[src/rtl/flash_sec_cfg.svh]
// constants for the flash security and reset-initialisation block
// Notes on behaviour
// - security register loads from the configuration security byte during reset.
// - a newly programmed security byte only matters after the next reset.
// - backdoor key is four stored 16-bit words compared with four presented words.
// - with keys enabled and all four matching, security field forced to 10.
// - stored keys of all zeros or all ones never unsecure.
// - block 0 reads return invalid data while key verification runs.
// - a wrong key locks out key verification until next reset.
// - verification never changes stored security byte or stored keys.
// - verification never changes program flash protection.
// - erase-verify all passing in special single chip mode unsecures and opens debug.
// - command acceptance depends on mode and security state.
// - reset sequence loads block config, both protections, option and security.
// - any reset sequence error falls back to fully protected secured defaults.
// - double-bit fault in reset sequence sets both verify error bits.
// - command-complete low during sequence; CPU stalled in its first part.
// - after stall, reads proceed but command writes dropped until sequence ends.
// - reset aborts any running command at once.
// - clearing command-complete launches; device sets it when done.
`ifndef FLASH_SEC_CFG_SVH
`define FLASH_SEC_CFG_SVH
`define SEC_BYTE_ADDR     23'h7fff0f
`define KEY_BASE_ADDR     23'h7fff00
`define KEY_LAST_ADDR     23'h7fff07
`define SEC_UNSECURE      2'h2
`define SEC_SECURED       2'h3
`define KEY_ENABLE_ON     2'h2
`define KEY_ZERO          16'h0000
`define KEY_ONES          16'hffff
`define DEF_SECURITY      8'hff
`define DEF_PROT          8'h00
`define DEF_OPTION        8'hff
`define DEF_BLKCFG        8'h00
`define RST_SEQ_CYCLES    16'h0040
`define RST_STALL_CYCLES  16'h0010
`define CMD_VERIFY_KEY    8'h0c
`define CMD_VERIFY_ALL    8'h01
`define CMD_ERASE_ALL     8'h08
`define CMD_PROGRAM_P     8'h06
`define CMD_DONE_CYCLES   16'h0004
// avalon offsets (byte addresses, one word each)
`define OFF_STATUS        6'h00
`define OFF_CMD_INDEX     6'h04
`define OFF_CMD_DATA      6'h08
`define OFF_SECURITY      6'h0c
`define OFF_PROT          6'h10
`define OFF_OPTION        6'h14
`define OFF_MODE          6'h18
`define ST_CCF_BIT        7
`define ST_ACCERR_BIT     5
`define ST_VERR1_BIT      1
`define ST_VERR0_BIT      0
`endif

[src/rtl/flash_sec_pkg.sv]
// types for the flash security and reset-initialisation block
package flash_sec_pkg;
  typedef struct packed {
    logic [7:0] security;
    logic [7:0] pflash_prot;
    logic [7:0] dflash_prot;
    logic [7:0] option;
    logic [7:0] blk_cfg;
  } nv_cfg_t;
  typedef struct packed {
    logic [15:0] k3;
    logic [15:0] k2;
    logic [15:0] k1;
    logic [15:0] k0;
  } key_set_t;
  typedef enum logic [1:0] {
    MODE_NORMAL,
    MODE_SPECIAL_SINGLE,
    MODE_SPECIAL_EXPANDED
  } op_mode_t;
endpackage : flash_sec_pkg

[src/rtl/flash_sec_init.sv]
// flash security state, backdoor unlock and reset-sequence gating
`timescale 1ns/1ns
`default_nettype none
`include "flash_sec_cfg.svh"
module flash_sec_init
  import flash_sec_pkg::*;
#(
  parameter logic [15:0] RST_SEQ_CYCLES   = `RST_SEQ_CYCLES,
  parameter logic [15:0] RST_STALL_CYCLES = `RST_STALL_CYCLES
) (
  input  wire logic        clk_in,
  input  wire logic        resetn_in,
  // avalon-mm slave
  input  wire logic [5:0]  avs_address_in,
  input  wire logic        avs_read_in,
  input  wire logic        avs_write_in,
  input  wire logic [31:0] avs_writedata_in,
  input  wire logic [3:0]  avs_byteenable_in,
  output logic [31:0]      avs_readdata_out,
  output logic             avs_waitrequest_out,
  // nonvolatile configuration field as read during reset sequence
  input  wire nv_cfg_t     nv_cfg_in,
  input  wire key_set_t    nv_keys_in,
  input  wire logic        nv_read_error_in,
  input  wire logic        nv_double_fault_in,
  // erase-verify all blocks outcome from the array controller
  input  wire logic        all_erased_in,
  // cpu flash read port for program block 0
  input  wire logic        blk0_read_in,
  input  wire logic [15:0] blk0_data_in,
  output logic [15:0]      blk0_data_out,
  output logic             cpu_stall_out,
  output logic [1:0]       security_state_out,
  output logic             debug_enable_out,
  output logic             cmd_abort_out
);
  typedef enum logic [1:0] {SEQ_STALL, SEQ_BUSY, SEQ_DONE} seq_t;
  typedef enum logic [1:0] {CMD_IDLE, CMD_RUN} cmd_t;

  seq_t        seq_q;
  cmd_t        cmd_q;
  logic [15:0] seq_cnt_q;
  logic [15:0] cmd_cnt_q;
  nv_cfg_t     live_q;
  key_set_t    stored_keys_q;
  key_set_t    cand_q;
  logic [1:0]  sec_q;
  logic        key_lock_q;
  logic        ccf_q;
  logic        accerr_q;
  logic [1:0]  verr_q;
  logic [2:0]  idx_q;
  logic [7:0]  cmd_code_q;
  logic        debug_q;
  op_mode_t    mode_q;
  logic        cmd_running_q;
  logic        key_match;
  logic        rd_ready_q;
  logic        cmd_wr_ok;
  logic        launch;
  logic        allowed;

  key_compare key_compare_inst (
    .stored_in    (stored_keys_q),
    .presented_in (cand_q),
    .match_out    (key_match)
  );

  // waitrequest high through the initial stall; a read also waits one cycle so its registered data stands
  assign cpu_stall_out       = (seq_q == SEQ_STALL);
  assign avs_waitrequest_out = cpu_stall_out || (avs_read_in && !rd_ready_q);
  assign cmd_wr_ok           = avs_write_in && !cpu_stall_out && (seq_q == SEQ_DONE) && ccf_q;
  assign launch              = avs_write_in && !cpu_stall_out && (avs_address_in == `OFF_STATUS) &&
                               avs_byteenable_in[0] && avs_writedata_in[`ST_CCF_BIT] && ccf_q &&
                               (seq_q == SEQ_DONE);
  assign security_state_out  = sec_q;
  assign debug_enable_out    = debug_q;
  assign cmd_abort_out       = !resetn_in && cmd_running_q;

  // command availability from mode and security
  always_comb begin
    case (cmd_code_q)
      `CMD_VERIFY_KEY: allowed = !key_lock_q && (live_q.security[7:6] == `KEY_ENABLE_ON);
      `CMD_VERIFY_ALL: allowed = 1'b1;
      `CMD_ERASE_ALL:  allowed = (mode_q != MODE_NORMAL) || (sec_q == `SEC_UNSECURE);
      default:         allowed = (sec_q == `SEC_UNSECURE) || (mode_q == MODE_NORMAL);
    endcase
  end

  // reset sequence: stall, then busy, then done
  always_ff @(posedge clk_in) begin
    if (!resetn_in) begin
      seq_q     <= SEQ_STALL;
      seq_cnt_q <= 16'h0000;
    end else begin
      case (seq_q)
        SEQ_STALL: begin
          seq_cnt_q <= seq_cnt_q + 16'h0001;
          if (seq_cnt_q + 16'h0001 >= RST_STALL_CYCLES) seq_q <= SEQ_BUSY;
        end
        SEQ_BUSY: begin
          seq_cnt_q <= seq_cnt_q + 16'h0001;
          if (seq_cnt_q + 16'h0001 >= RST_SEQ_CYCLES) seq_q <= SEQ_DONE;
        end
        SEQ_DONE: seq_cnt_q <= seq_cnt_q;
        default:  seq_q <= SEQ_STALL;
      endcase
    end
  end

  // configuration load at end of stall; defaults on error
  always_ff @(posedge clk_in) begin
    if (!resetn_in) begin
      live_q        <= '{`DEF_SECURITY, `DEF_PROT, `DEF_PROT, `DEF_OPTION, `DEF_BLKCFG};
      stored_keys_q <= '0;
      verr_q        <= 2'h0;
    end else if (seq_q == SEQ_STALL && seq_cnt_q + 16'h0001 >= RST_STALL_CYCLES) begin
      if (nv_read_error_in || nv_double_fault_in) begin
        live_q        <= '{`DEF_SECURITY, `DEF_PROT, `DEF_PROT, `DEF_OPTION, `DEF_BLKCFG};
        stored_keys_q <= '0;
      end else begin
        live_q        <= nv_cfg_in;
        stored_keys_q <= nv_keys_in;
      end
      if (nv_double_fault_in) verr_q <= 2'h3;
    end else if (launch) begin
      verr_q <= 2'h0;
    end
  end

  // live security: loaded once per reset, only unlocks change it afterwards (stored byte never written)
  always_ff @(posedge clk_in) begin
    if (!resetn_in) begin
      sec_q   <= `SEC_SECURED;
      debug_q <= 1'b0;
    end else if (seq_q == SEQ_STALL && seq_cnt_q + 16'h0001 >= RST_STALL_CYCLES) begin
      sec_q <= (nv_read_error_in || nv_double_fault_in) ? `SEC_SECURED : nv_cfg_in.security[1:0];
    end else if (cmd_q == CMD_RUN && cmd_cnt_q == `CMD_DONE_CYCLES) begin
      if (cmd_code_q == `CMD_VERIFY_KEY && key_match)
        sec_q <= `SEC_UNSECURE;
      if (cmd_code_q == `CMD_VERIFY_ALL && mode_q == MODE_SPECIAL_SINGLE && all_erased_in) begin
        sec_q   <= `SEC_UNSECURE;
        debug_q <= 1'b1;
      end
    end
  end

  // wrong key lockout survives until reset
  always_ff @(posedge clk_in) begin
    if (!resetn_in) key_lock_q <= 1'b0;
    else if (cmd_q == CMD_RUN && cmd_cnt_q == `CMD_DONE_CYCLES && cmd_code_q == `CMD_VERIFY_KEY && !key_match)
      key_lock_q <= 1'b1;
  end

  // command loading and execution
  always_ff @(posedge clk_in) begin
    if (!resetn_in) begin
      cmd_q         <= CMD_IDLE;
      cmd_cnt_q     <= 16'h0000;
      ccf_q         <= 1'b0;
      accerr_q      <= 1'b0;
      idx_q         <= 3'h0;
      cmd_code_q    <= 8'h00;
      cand_q        <= '0;
      mode_q        <= MODE_NORMAL;
      cmd_running_q <= 1'b0;
    end else begin
      if (seq_q == SEQ_BUSY && seq_cnt_q + 16'h0001 >= RST_SEQ_CYCLES) ccf_q <= 1'b1;
      if (cmd_wr_ok && avs_address_in == `OFF_CMD_INDEX) idx_q <= avs_writedata_in[2:0];
      if (cmd_wr_ok && avs_address_in == `OFF_MODE) mode_q <= op_mode_t'(avs_writedata_in[1:0]);
      if (cmd_wr_ok && avs_address_in == `OFF_CMD_DATA) begin
        case (idx_q)
          3'h0: cmd_code_q <= avs_writedata_in[15:8];
          3'h1: cand_q.k0  <= avs_writedata_in[15:0];
          3'h2: cand_q.k1  <= avs_writedata_in[15:0];
          3'h3: cand_q.k2  <= avs_writedata_in[15:0];
          3'h4: cand_q.k3  <= avs_writedata_in[15:0];
          default: cand_q  <= cand_q;
        endcase
      end
      case (cmd_q)
        CMD_IDLE: begin
          if (launch) begin
            if (allowed) begin
              ccf_q         <= 1'b0;
              accerr_q      <= 1'b0;
              cmd_q         <= CMD_RUN;
              cmd_cnt_q     <= 16'h0000;
              cmd_running_q <= 1'b1;
            end else begin
              accerr_q <= 1'b1;
            end
          end
        end
        CMD_RUN: begin
          cmd_cnt_q <= cmd_cnt_q + 16'h0001;
          if (cmd_cnt_q == `CMD_DONE_CYCLES) begin
            ccf_q         <= 1'b1;
            cmd_q         <= CMD_IDLE;
            cmd_running_q <= 1'b0;
          end
        end
        default: cmd_q <= CMD_IDLE;
      endcase
    end
  end

  // block 0 reads blanked while key verification runs
  always_ff @(posedge clk_in) begin
    if (!resetn_in) blk0_data_out <= 16'h0000;
    else if (blk0_read_in)
      blk0_data_out <= (cmd_q == CMD_RUN && cmd_code_q == `CMD_VERIFY_KEY) ? `KEY_ONES : blk0_data_in;
  end

  // read data is loaded one cycle ahead of the accepting edge
  always_ff @(posedge clk_in) begin
    if (!resetn_in) rd_ready_q <= 1'b0;
    else rd_ready_q <= avs_read_in && !cpu_stall_out && !rd_ready_q;
  end

  // register read mux; unmapped offsets read zero
  always_ff @(posedge clk_in) begin
    if (!resetn_in) avs_readdata_out <= 32'h0000_0000;
    else if (avs_read_in && !cpu_stall_out && !rd_ready_q) begin
      case (avs_address_in)
        `OFF_STATUS:    avs_readdata_out <= {24'h0, ccf_q, 1'b0, accerr_q, 3'h0, verr_q};
        `OFF_CMD_INDEX: avs_readdata_out <= {29'h0, idx_q};
        `OFF_CMD_DATA:  avs_readdata_out <= {24'h0, cmd_code_q};
        `OFF_SECURITY:  avs_readdata_out <= {24'h0, live_q.security[7:2], sec_q};
        `OFF_PROT:      avs_readdata_out <= {16'h0, live_q.dflash_prot, live_q.pflash_prot};
        `OFF_OPTION:    avs_readdata_out <= {16'h0, live_q.blk_cfg, live_q.option};
        `OFF_MODE:      avs_readdata_out <= {29'h0, debug_q, 2'(mode_q)};
        default:        avs_readdata_out <= 32'h0000_0000;
      endcase
    end
  end

  property p_stall_ccf;
    @(posedge clk_in) disable iff (!resetn_in) (seq_q != SEQ_DONE) |-> !ccf_q;
  endproperty
  a_stall_ccf: assert property (p_stall_ccf) else $error("command flag high during reset sequence");

  property p_lock_sticky;
    @(posedge clk_in) disable iff (!resetn_in) key_lock_q |=> key_lock_q;
  endproperty
  a_lock_sticky: assert property (p_lock_sticky) else $error("key lockout released without reset");

  property p_prot_stable;
    @(posedge clk_in) disable iff (!resetn_in) (seq_q == SEQ_DONE) |=> $stable(live_q.pflash_prot);
  endproperty
  a_prot_stable: assert property (p_prot_stable) else $error("protection changed after reset sequence");

  property p_blank_read;
    @(posedge clk_in) disable iff (!resetn_in)
      (blk0_read_in && cmd_q == CMD_RUN && cmd_code_q == `CMD_VERIFY_KEY) |=> blk0_data_out == `KEY_ONES;
  endproperty
  a_blank_read: assert property (p_blank_read) else $error("block 0 data visible during verification");

  property p_unlock;
    @(posedge clk_in) disable iff (!resetn_in)
      (cmd_q == CMD_RUN && cmd_cnt_q == `CMD_DONE_CYCLES && cmd_code_q == `CMD_VERIFY_KEY && key_match)
      |=> sec_q == `SEC_UNSECURE;
  endproperty
  a_unlock: assert property (p_unlock) else $error("matching key did not unsecure");

  property p_no_cmd_write;
    @(posedge clk_in) disable iff (!resetn_in) (seq_q != SEQ_DONE) |=> $stable(idx_q);
  endproperty
  a_no_cmd_write: assert property (p_no_cmd_write) else $error("command index written during sequence");

  property p_dfault;
    @(posedge clk_in) disable iff (!resetn_in)
      (seq_q == SEQ_STALL && seq_cnt_q + 16'h0001 >= RST_STALL_CYCLES && nv_double_fault_in) |=> verr_q == 2'h3;
  endproperty
  a_dfault: assert property (p_dfault) else $error("double fault did not set both verify bits");

  property p_launch;
    @(posedge clk_in) disable iff (!resetn_in) (launch && allowed && cmd_q == CMD_IDLE) |=> !ccf_q ##5 ccf_q;
  endproperty
  a_launch: assert property (p_launch) else $error("command flag timing wrong after launch");

  property p_abort;
    @(posedge clk_in) (!resetn_in && cmd_running_q) |=> (cmd_q == CMD_IDLE) && !cmd_running_q;
  endproperty
  a_abort: assert property (p_abort) else $error("command survived a reset");

  property p_lock_refuse;
    @(posedge clk_in) disable iff (!resetn_in)
      (launch && cmd_q == CMD_IDLE && cmd_code_q == `CMD_VERIFY_KEY && key_lock_q) |=> cmd_q == CMD_IDLE && accerr_q;
  endproperty
  a_lock_refuse: assert property (p_lock_refuse) else $error("key verification accepted after lockout");

  property p_erase_unlock;
    @(posedge clk_in) disable iff (!resetn_in)
      (cmd_q == CMD_RUN && cmd_cnt_q == `CMD_DONE_CYCLES && cmd_code_q == `CMD_VERIFY_ALL &&
       mode_q == MODE_SPECIAL_SINGLE && all_erased_in) |=> sec_q == `SEC_UNSECURE && debug_q;
  endproperty
  a_erase_unlock: assert property (p_erase_unlock) else $error("erased arrays did not unsecure");

  property p_err_default;
    @(posedge clk_in) disable iff (!resetn_in)
      (seq_q == SEQ_STALL && seq_cnt_q + 16'h0001 >= RST_STALL_CYCLES && (nv_read_error_in || nv_double_fault_in))
      |=> sec_q == `SEC_SECURED && live_q.pflash_prot == `DEF_PROT;
  endproperty
  a_err_default: assert property (p_err_default) else $error("load error did not fall back to defaults");
endmodule : flash_sec_init
`default_nettype wire

[src/rtl/key_compare.sv]
// backdoor key comparator with invalid key screening
`timescale 1ns/1ns
`default_nettype none
`include "flash_sec_cfg.svh"
module key_compare
  import flash_sec_pkg::*;
(
  input  wire key_set_t stored_in,
  input  wire key_set_t presented_in,
  output logic          match_out
);
  function automatic logic word_ok(input logic [15:0] s, input logic [15:0] p);
    word_ok = (s == p) && (s != `KEY_ZERO) && (s != `KEY_ONES);
  endfunction : word_ok

  assign match_out = word_ok(stored_in.k0, presented_in.k0) && word_ok(stored_in.k1, presented_in.k1) &&
                     word_ok(stored_in.k2, presented_in.k2) && word_ok(stored_in.k3, presented_in.k3);
endmodule : key_compare
`default_nettype wire

[config.mk]
export PLATFORM = sky130hd
export DESIGN_NAME = flash_sec_init
export DESIGN_NICKNAME = d
export VERILOG_FILES = /design/src/rtl/flash_sec_pkg.sv /design/src/rtl/flash_sec_init.sv /design/src/rtl/key_compare.sv
export VERILOG_INCLUDE_DIRS = /design/src /design/src/rtl
export SDC_FILE = /design/constraint.sdc
export NUM_CORES = 1
export LEC_CHECK = 0
export ABC_AREA = 1
export BUFFER_PORTS_ARGS = -buffer_cell sky130_fd_sc_hd__buf_2
export CAP_MARGIN = 10
export CELL_PAD_IN_SITES_DETAIL_PLACEMENT = 1
export CELL_PAD_IN_SITES_GLOBAL_PLACEMENT = 2
export CORE_ASPECT_RATIO = 0.8
export CORE_MARGIN = 4
export CORE_UTILIZATION = 27
export DETAILED_ROUTE_END_ITERATION = 6
export PLACE_DENSITY = 0.76
export SYNTH_ARGS = -nofsm -noshare
export SYNTH_HDL_FRONTEND = slang
export SYNTH_SLANG_ARGS = --single-unit
[constraint.sdc]
create_clock -name clk_in -period 2 [get_ports clk_in]
set_input_delay 0.4 -clock clk_in [delete_from_list [all_inputs] [get_ports clk_in]]
set_output_delay 0.4 -clock clk_in [all_outputs]
set_load 0.03 [all_outputs]
## Word level (Yosys, flattened, before mapping)

Cells that the tools add are included.

| storage, ports and cells | value |
|---|---|
| flip-flop bits (word level) | 275 |
| input port bits | 170 |
| output and inout port bits | 54 |
| word-level logic and storage cells | 176 |

| cells by class | value |
|---|---|
| add/subtract/negate cells | 2 |
| magnitude comparators | 2 |
| eq/ne operators | 34 |
| mux-type cells | 33 |
| bitwise operators | 2 |
| reduce and logical (&&, ||, !) cells | 73 |

Operator list:

| cell | number |
|---|---|
| one-hot mux 16 bit (7 select lines) | 1 |
| equality test 16 bit | 4 |
| two-way mux 64 bit | 1 |
| != test 16 bit (second input constant) | 4 |
| nonzero test 16 bit | 4 |
| two-way mux 16 bit | 3 |
| two-way mux 40 bit | 1 |
| logical AND 1 bit | 36 |
| adder 16 x 1 -> 16 bit (second input constant) | 2 |
| one-hot mux 16 bit (2 select lines) | 1 |
| two-way mux 2 bit | 13 |
| equality test 6 x 5 -> 1 bit (second input constant) | 3 |
| equality test 16 x 3 -> 1 bit (second input constant) | 1 |
| equality test 8 x 4 -> 1 bit (second input constant) | 2 |
| greater-or-equal comparator 16 x 5 -> 1 bit (second input constant) | 1 |
| greater-or-equal comparator 16 x 7 -> 1 bit (second input constant) | 1 |
| AND reduction 2 bit | 8 |
| equality test 6 x 4 -> 1 bit (second input constant) | 2 |
| AND reduction 3 bit | 4 |
| equality test 8 x 1 -> 1 bit (second input constant) | 1 |
| two-way mux 1 bit | 8 |
| != test 2 bit (second input constant) | 4 |
| nonzero test 2 bit | 4 |
| equality test 2 x 1 -> 1 bit (second input constant) | 3 |
| 19 further kinds | 34 |

## Depth between registers and ports, before layout

| logic depth | value |
|---|---|
| depth in word-level cells | 11 |
| gate-level depth with buffers | 16 |
| mapped depth without buffers | 14 |

## Modules after synthesis

From an unflattened synthesis, not the netlist that was laid out.

| second synthesis, totals | value |
|---|---|
| cells, all modules | 1992 |
| area, all modules | 12823.5 um^2 |

By module, submodules not included:

| module | times used | cells an instance | area an instance (um^2) | sequential area each (um^2) |
|---|---|---|---|---|
| flash_sec_init | 1 | 1646 | 11330.9 | 5084.9 |
| key_compare | 1 | 346 | 1492.7 | 0.0 |

## Worst setup path before layout

No wires, ideal clock.

| path | value |
|---|---|
| path type | flip-flop to flip-flop |
| start point | register seq_cnt_q[1] |
| end point | register live_q[15] in the netlist's numbering |
| setup time | 117 ps |
| data arrival time | 1812 ps |
| required time | 1883 ps |
| slack | 71 ps |
| stages on the path, launching flop included | 15 |
| path buffers | 2 |
| period minus slack after synthesis | 1929 ps |
| cells stage by stage | dfxtp_1 > ha_1 > nand3_1 > nor2_1 > nand3_1 > nand2_1 > nand2_1 > nor2_1 > nand4_1 > nand2_1 > inv_2 > buf_2 > buf_2 > o21ai_0 > nand2_1 |

| between the ends | value |
|---|---|
| cells in the longest elaborated chain, start to end | 3 |

Ends and longest elaborated chain:

| what | line | source |
|---|---|---|
| from (decl) | flash_sec_init.sv:42 | `logic [15:0] seq_cnt_q;` |
| from (signal assigned) | flash_sec_init.sv:98 | `seq_cnt_q <= seq_cnt_q + 16'h0001;` |
| from (signal assigned) | flash_sec_init.sv:102 | `seq_cnt_q <= seq_cnt_q + 16'h0001;` |
| from (signal assigned) | flash_sec_init.sv:105 | `SEQ_DONE: seq_cnt_q <= seq_cnt_q;` |
| adder 16 x 1 -> 16 bit | flash_sec_init.sv:117 | `end else if (seq_q == SEQ_STALL && seq_cnt_q + 16'h0001 >= RST_STALL_CYCLES) begin` |
| greater-or-equal comparator 16 x 5 -> 1 bit | flash_sec_init.sv:117 |  |
| logical AND 1 bit | flash_sec_init.sv:117 |  |
| to (signal assigned) | flash_sec_init.sv:114 | `` live_q <= '{`DEF_SECURITY, `DEF_PROT, `DEF_PROT, `DEF_OPTION, `DEF_BLKCFG}; `` |
| to (signal assigned) | flash_sec_init.sv:119 | `` live_q <= '{`DEF_SECURITY, `DEF_PROT, `DEF_PROT, `DEF_OPTION, `DEF_BLKCFG}; `` |
| to (signal assigned) | flash_sec_init.sv:122 | `live_q <= nv_cfg_in;` |
| to (decl) | flash_sec_init.sv:44 | `nv_cfg_t live_q;` |

No other way between the ends.
A chain may end at the register's enable or synchronous reset.

## Worst setup path after layout

| path | value |
|---|---|
| start point | register seq_cnt_q[0] |
| end point | register stored_keys_q[0] in the netlist's numbering |

| between the ends | value |
|---|---|
| cells in the longest elaborated chain, start to end | 3 |

Ends and longest elaborated chain:

| what | line | source |
|---|---|---|
| adder 16 x 1 -> 16 bit | flash_sec_init.sv:117 |  |
| greater-or-equal comparator 16 x 5 -> 1 bit | flash_sec_init.sv:117 |  |
| logical AND 1 bit | flash_sec_init.sv:117 |  |
| to (signal assigned) | flash_sec_init.sv:123 | `stored_keys_q <= nv_keys_in;` |
| to (decl) | flash_sec_init.sv:45 | `key_set_t stored_keys_q;` |

No other way between the ends.

==> run_results.csv <==
group,metric,value,unit
outcome,status,"finished, violations left",
outcome,violations,"negative setup slack",
global_route,antenna_found_initial,4,
placement,dp_hpwl,33600,microns
timing,tightest_slew,0.706,ns
critical_path,crit_chain,"ha_4 > nand3_4 > buf_6 > xor2_4 > nand3_2 > nor2_4 > nand4_1 > buf_4 > buf_4 > buf_4 > nand4_1 > a21oi_1",
floorplan,ios,224,
floorplan,start_util,27.4,%
critical_path,crit_arrival,2.58,ns
critical_path,worst_setup_path_start_kind,"flip-flop",
clock_tree,cts_tree,"built",
floorplan,die-area,50000,sq um
final_layout,drive_gt1_share,17.3,%
timing,fin_skew,0.0103,ns
yosys,synth_ff_type,"dfxtp_1",
timing,setup_slack,-0.142,ns
yosys,synth_xor_area_share,1.96,%
placement,place.gp.congestion,0.874,
placement,postPlaceCellArea,14400,sq um
yosys,synth_warnings,0,
global_route,overflow,0,
yosys,yosys-top-cells-area,"dfxtp_1, nand2_1, nor2_1",
critical_path,end_kind,"flip-flop",
floorplan,dieHeight,201,microns
routing,vias_per_cell,4.61,
power,leakagePower,7.17,nW
floorplan,core_area,45800,sq um
yosys,synth.area.mux_share,0,%
timing,fin_crit_sh,107,%
critical_path,critPathMaxStageDelay,0.36,ns
global_route,grt_pass1_wl,72700,microns
critical_path,required,2.44,ns
clock_tree,cts.reportedPaths.clkPinSlew,0.06,ns
yosys,synth_cells,1957,
critical_path,slowest_stage,"dfxtp_4",
global_route,grt_use_total,17.8,%
final_layout,fillers,5899,
power,power,25.6,mW
clock_tree,clockBufferDepth,3,
yosys,yosysTopAreaCellShare,40.6,%
yosys,synthAdderAreaFrac,0.399,%
placement,port_buffers,188,
yosys,synth-seq-cells,254,
power,irDropWorstVdd,1.09,mV
hold_path,hold_class,"in2reg",
clock_tree,cts_root_buf,"clkbuf_16",
clock_tree,numCtsBuffers,30,
yosys,avgSynthCellArea,6.40,sq um
timing,setup_viol,102,
final_layout,final_cell_area,16000,sq um
timing,timing.fmax,467,MHz
routing,drtIter0Drc,590,
timing,rsz0062_at_grt,"yes",
routing,drt_first_pass_iters,5,
routing,detail-route-antenna-nets,0,
power,p_per_area,1600,nW/um^2
final_layout,area_growth,27.7,%
timing,tns,-6.62,ns
routing,via_count,13000,
critical_path,critPathMaxFanout,4,
timing,holdWs,0.0506,ns
global_route,grt_max_degree,67,
routing,drt_drc_violations_left,0,
routing,totalWireLength,45900,microns
critical_path,worst_path_most_repeated_cell,"buf_4",
timing,drv_slew,0,
yosys,synth_seq_area_share,40.6,%
yosys,post-synth-top-area-cell,"dfxtp_1",
yosys,synth_top_family_by_area,"simple AND/OR/NAND/NOR gates",
placement,pre_cts_ws,-0.344,ns
yosys,synth-compound-area-share,12.5,%
timing,hold_viol,0,
floorplan,rows,70,
global_route,grt_pass1_vias,13200,
timing,period_needed,2.14,ns
timing,maxSlewHeadroom,52.5,%
yosys,synth_edf_count,0,
job,max_cap_violations,0,
yosys,synth.distinct_cells,40,
clock_tree,clock-sinks,254,
critical_path,crit_type,"reg2reg",
yosys,yosys.area_share.simple,35.0,%
yosys,async_flop_share,0,%
final_layout,fin_nets,2348,
routing,wl_per_cell,16.3,microns
yosys,synth_area,12500,sq um
floorplan,fp.dieW,249,microns
clock_tree,clock_latency,0.57,ns
clock_tree,htreeDepth,1,
clock_tree,hold_buffers,0,
sequential cells by signal, indices dropped and copies added (netlist names), 2 cells and up:
| register | flops |
|---|---|
| avs_readdata_out | 16 |
| blk0_data_out | 16 |
| cand_q | 64 |
| cmd_cnt_q | 16 |
| cmd_code_q | 8 |
| idx_q | 3 |
| live_q | 38 |
| mode_q | 2 |
| security_state_out | 2 |
| seq_cnt_q | 16 |
| seq_q | 2 |
| stored_keys_q | 64 |
stage by stage:
step / instances / utilization, %
floorplan: 1972 / -
global placement: 2740 / 31.5
detailed placement: 2740 / 31.5
CTS: 2804 / 34.6
global route: 2810 / 34.9
finish: 2811 / 35.0
metal layers:
metal  routed length (microns)  share of wire [%]  vias up  track usage, %
met1                     22200                 48     6107            24.7
met5                        34              0.074        -               0
met2                     20700                 45      206            29.1
met4                       798                1.7        4            3.50
li1                          -                  -     6587               -
met3                      2190                4.8       57            3.24
area by class of cell:
| cell class | instances | area [sq um] | area share [%] |
|---|---|---|---|
| antenna | 2 | 5.00 | 0.0313 |
| clock buffer | 43 | 921 | 5.75 |
| clock inverter | 12 | 194 | 1.21 |
| inverter | 176 | 681 | 4.25 |
| multi-input combinational | 1441 | 6530 | 40.8 |
| sequential | 254 | 5100 | 31.8 |
| tap | 612 | 766 | 4.78 |
| timing repair buffer | 270 | 1810 | 11.3 |
| timing repair inverter | 1 | 8.76 | 0.0547 |
report_power, final:
part / internal, mW / leakage, nW / switching [mW] / total (mW)
combinational: 4.95 / 4.55 / 7.51 / 12.5
sequential: 6.03 / 2.08 / 0.937 / 6.97
clock: 3.82 / 0.547 / 2.34 / 6.16
total: 14.8 / 7.17 / 10.8 / 25.6
final timing paths:
check,startpoint,to,slack [ns],cells past startpoint
worst max-delay path,seq_cnt_q[0],stored_keys_q[0],-0.14,12
worst max register to register,seq_cnt_q[0],stored_keys_q[0],-0.14,12
worst min register to register,live_q[15],live_q[15],0.46,2
worst min-delay path,nv_cfg_in[13],live_q[13],0.05,3
cells by family after synthesis:
logic type               Yosys count
flip-flops                       254
XOR/XNOR                          28
AND/OR/NAND/NOR                 1105
AO/OA/AOI/OAI                    288
adder cells (fa/ha/maj)            4
other                              1
buffers and inverters            277
cells in the mapped netlist (4+ instances only):
master,instances
buf_2,14
buf_6,10
a21oi_1,140
buf_4,16
o21ai_1,11
nor2_1,337
xor2_1,12
nor3_1,13
xnor2_1,16
nand3_1,64
a22o_1,8
nor4_1,6
o2111ai_1,4
o21ai_0,91
o211ai_1,7
nand2_1,640
ha_1,4
nand4_1,34
inv_1,172
a211oi_1,16
clkbuf_1,60
dfxtp_1,254
worst max-delay path: cells and delay by family (launching register included):
| kind | cells | cell delay [ns] |
|---|---|---|
| fa+ha+maj | 1 | 0.17 |
| compound gates | 1 | 0.09 |
| buf+inv | 4 | 0.55 |
| xor+xnor | 1 | 0.16 |
| flops | 1 | 0.36 |
| simple gates | 5 | 0.67 |
timing repair:
action                                  in CTS  in global routing
endpoints found under the setup margin     107                144
gates cloned                                 2                  0
endpoints found under the hold margin        0                  0
setup buffers                                7                  5
pin swaps                                    4                  4
gates resized for setup                     50                 32
cells in the final DEF, fill, tap and decap left out, types with 4 or more instances in the layout:
master / n
nand2_1: 633
nor2_1: 325
dfxtp_1: 249
buf_2: 186
inv_1: 170
a21oi_1: 134
o21ai_0: 88
buf_4: 63
nand3_1: 59
nand4_1: 34
clkbuf_16: 31
xnor2_1: 16
a211oi_1: 16
conb_1: 16
nor3_1: 12
buf_12: 12
xor2_1: 11
o21ai_1: 10
clkbuf_8: 10
nor2_2: 8
a22o_1: 8
nor2_4: 7
o211ai_1: 7
nand2_2: 6
nand3_2: 5
nor4_1: 5
bufinv_16: 5
buf_6: 5
a21oi_2: 4
o21ai_2: 4
o2111ai_1: 4
clkinvlp_4: 4
clkinv_2: 4
buf_16: 4
No activity file was read; power rests on OpenSTA's default activity.
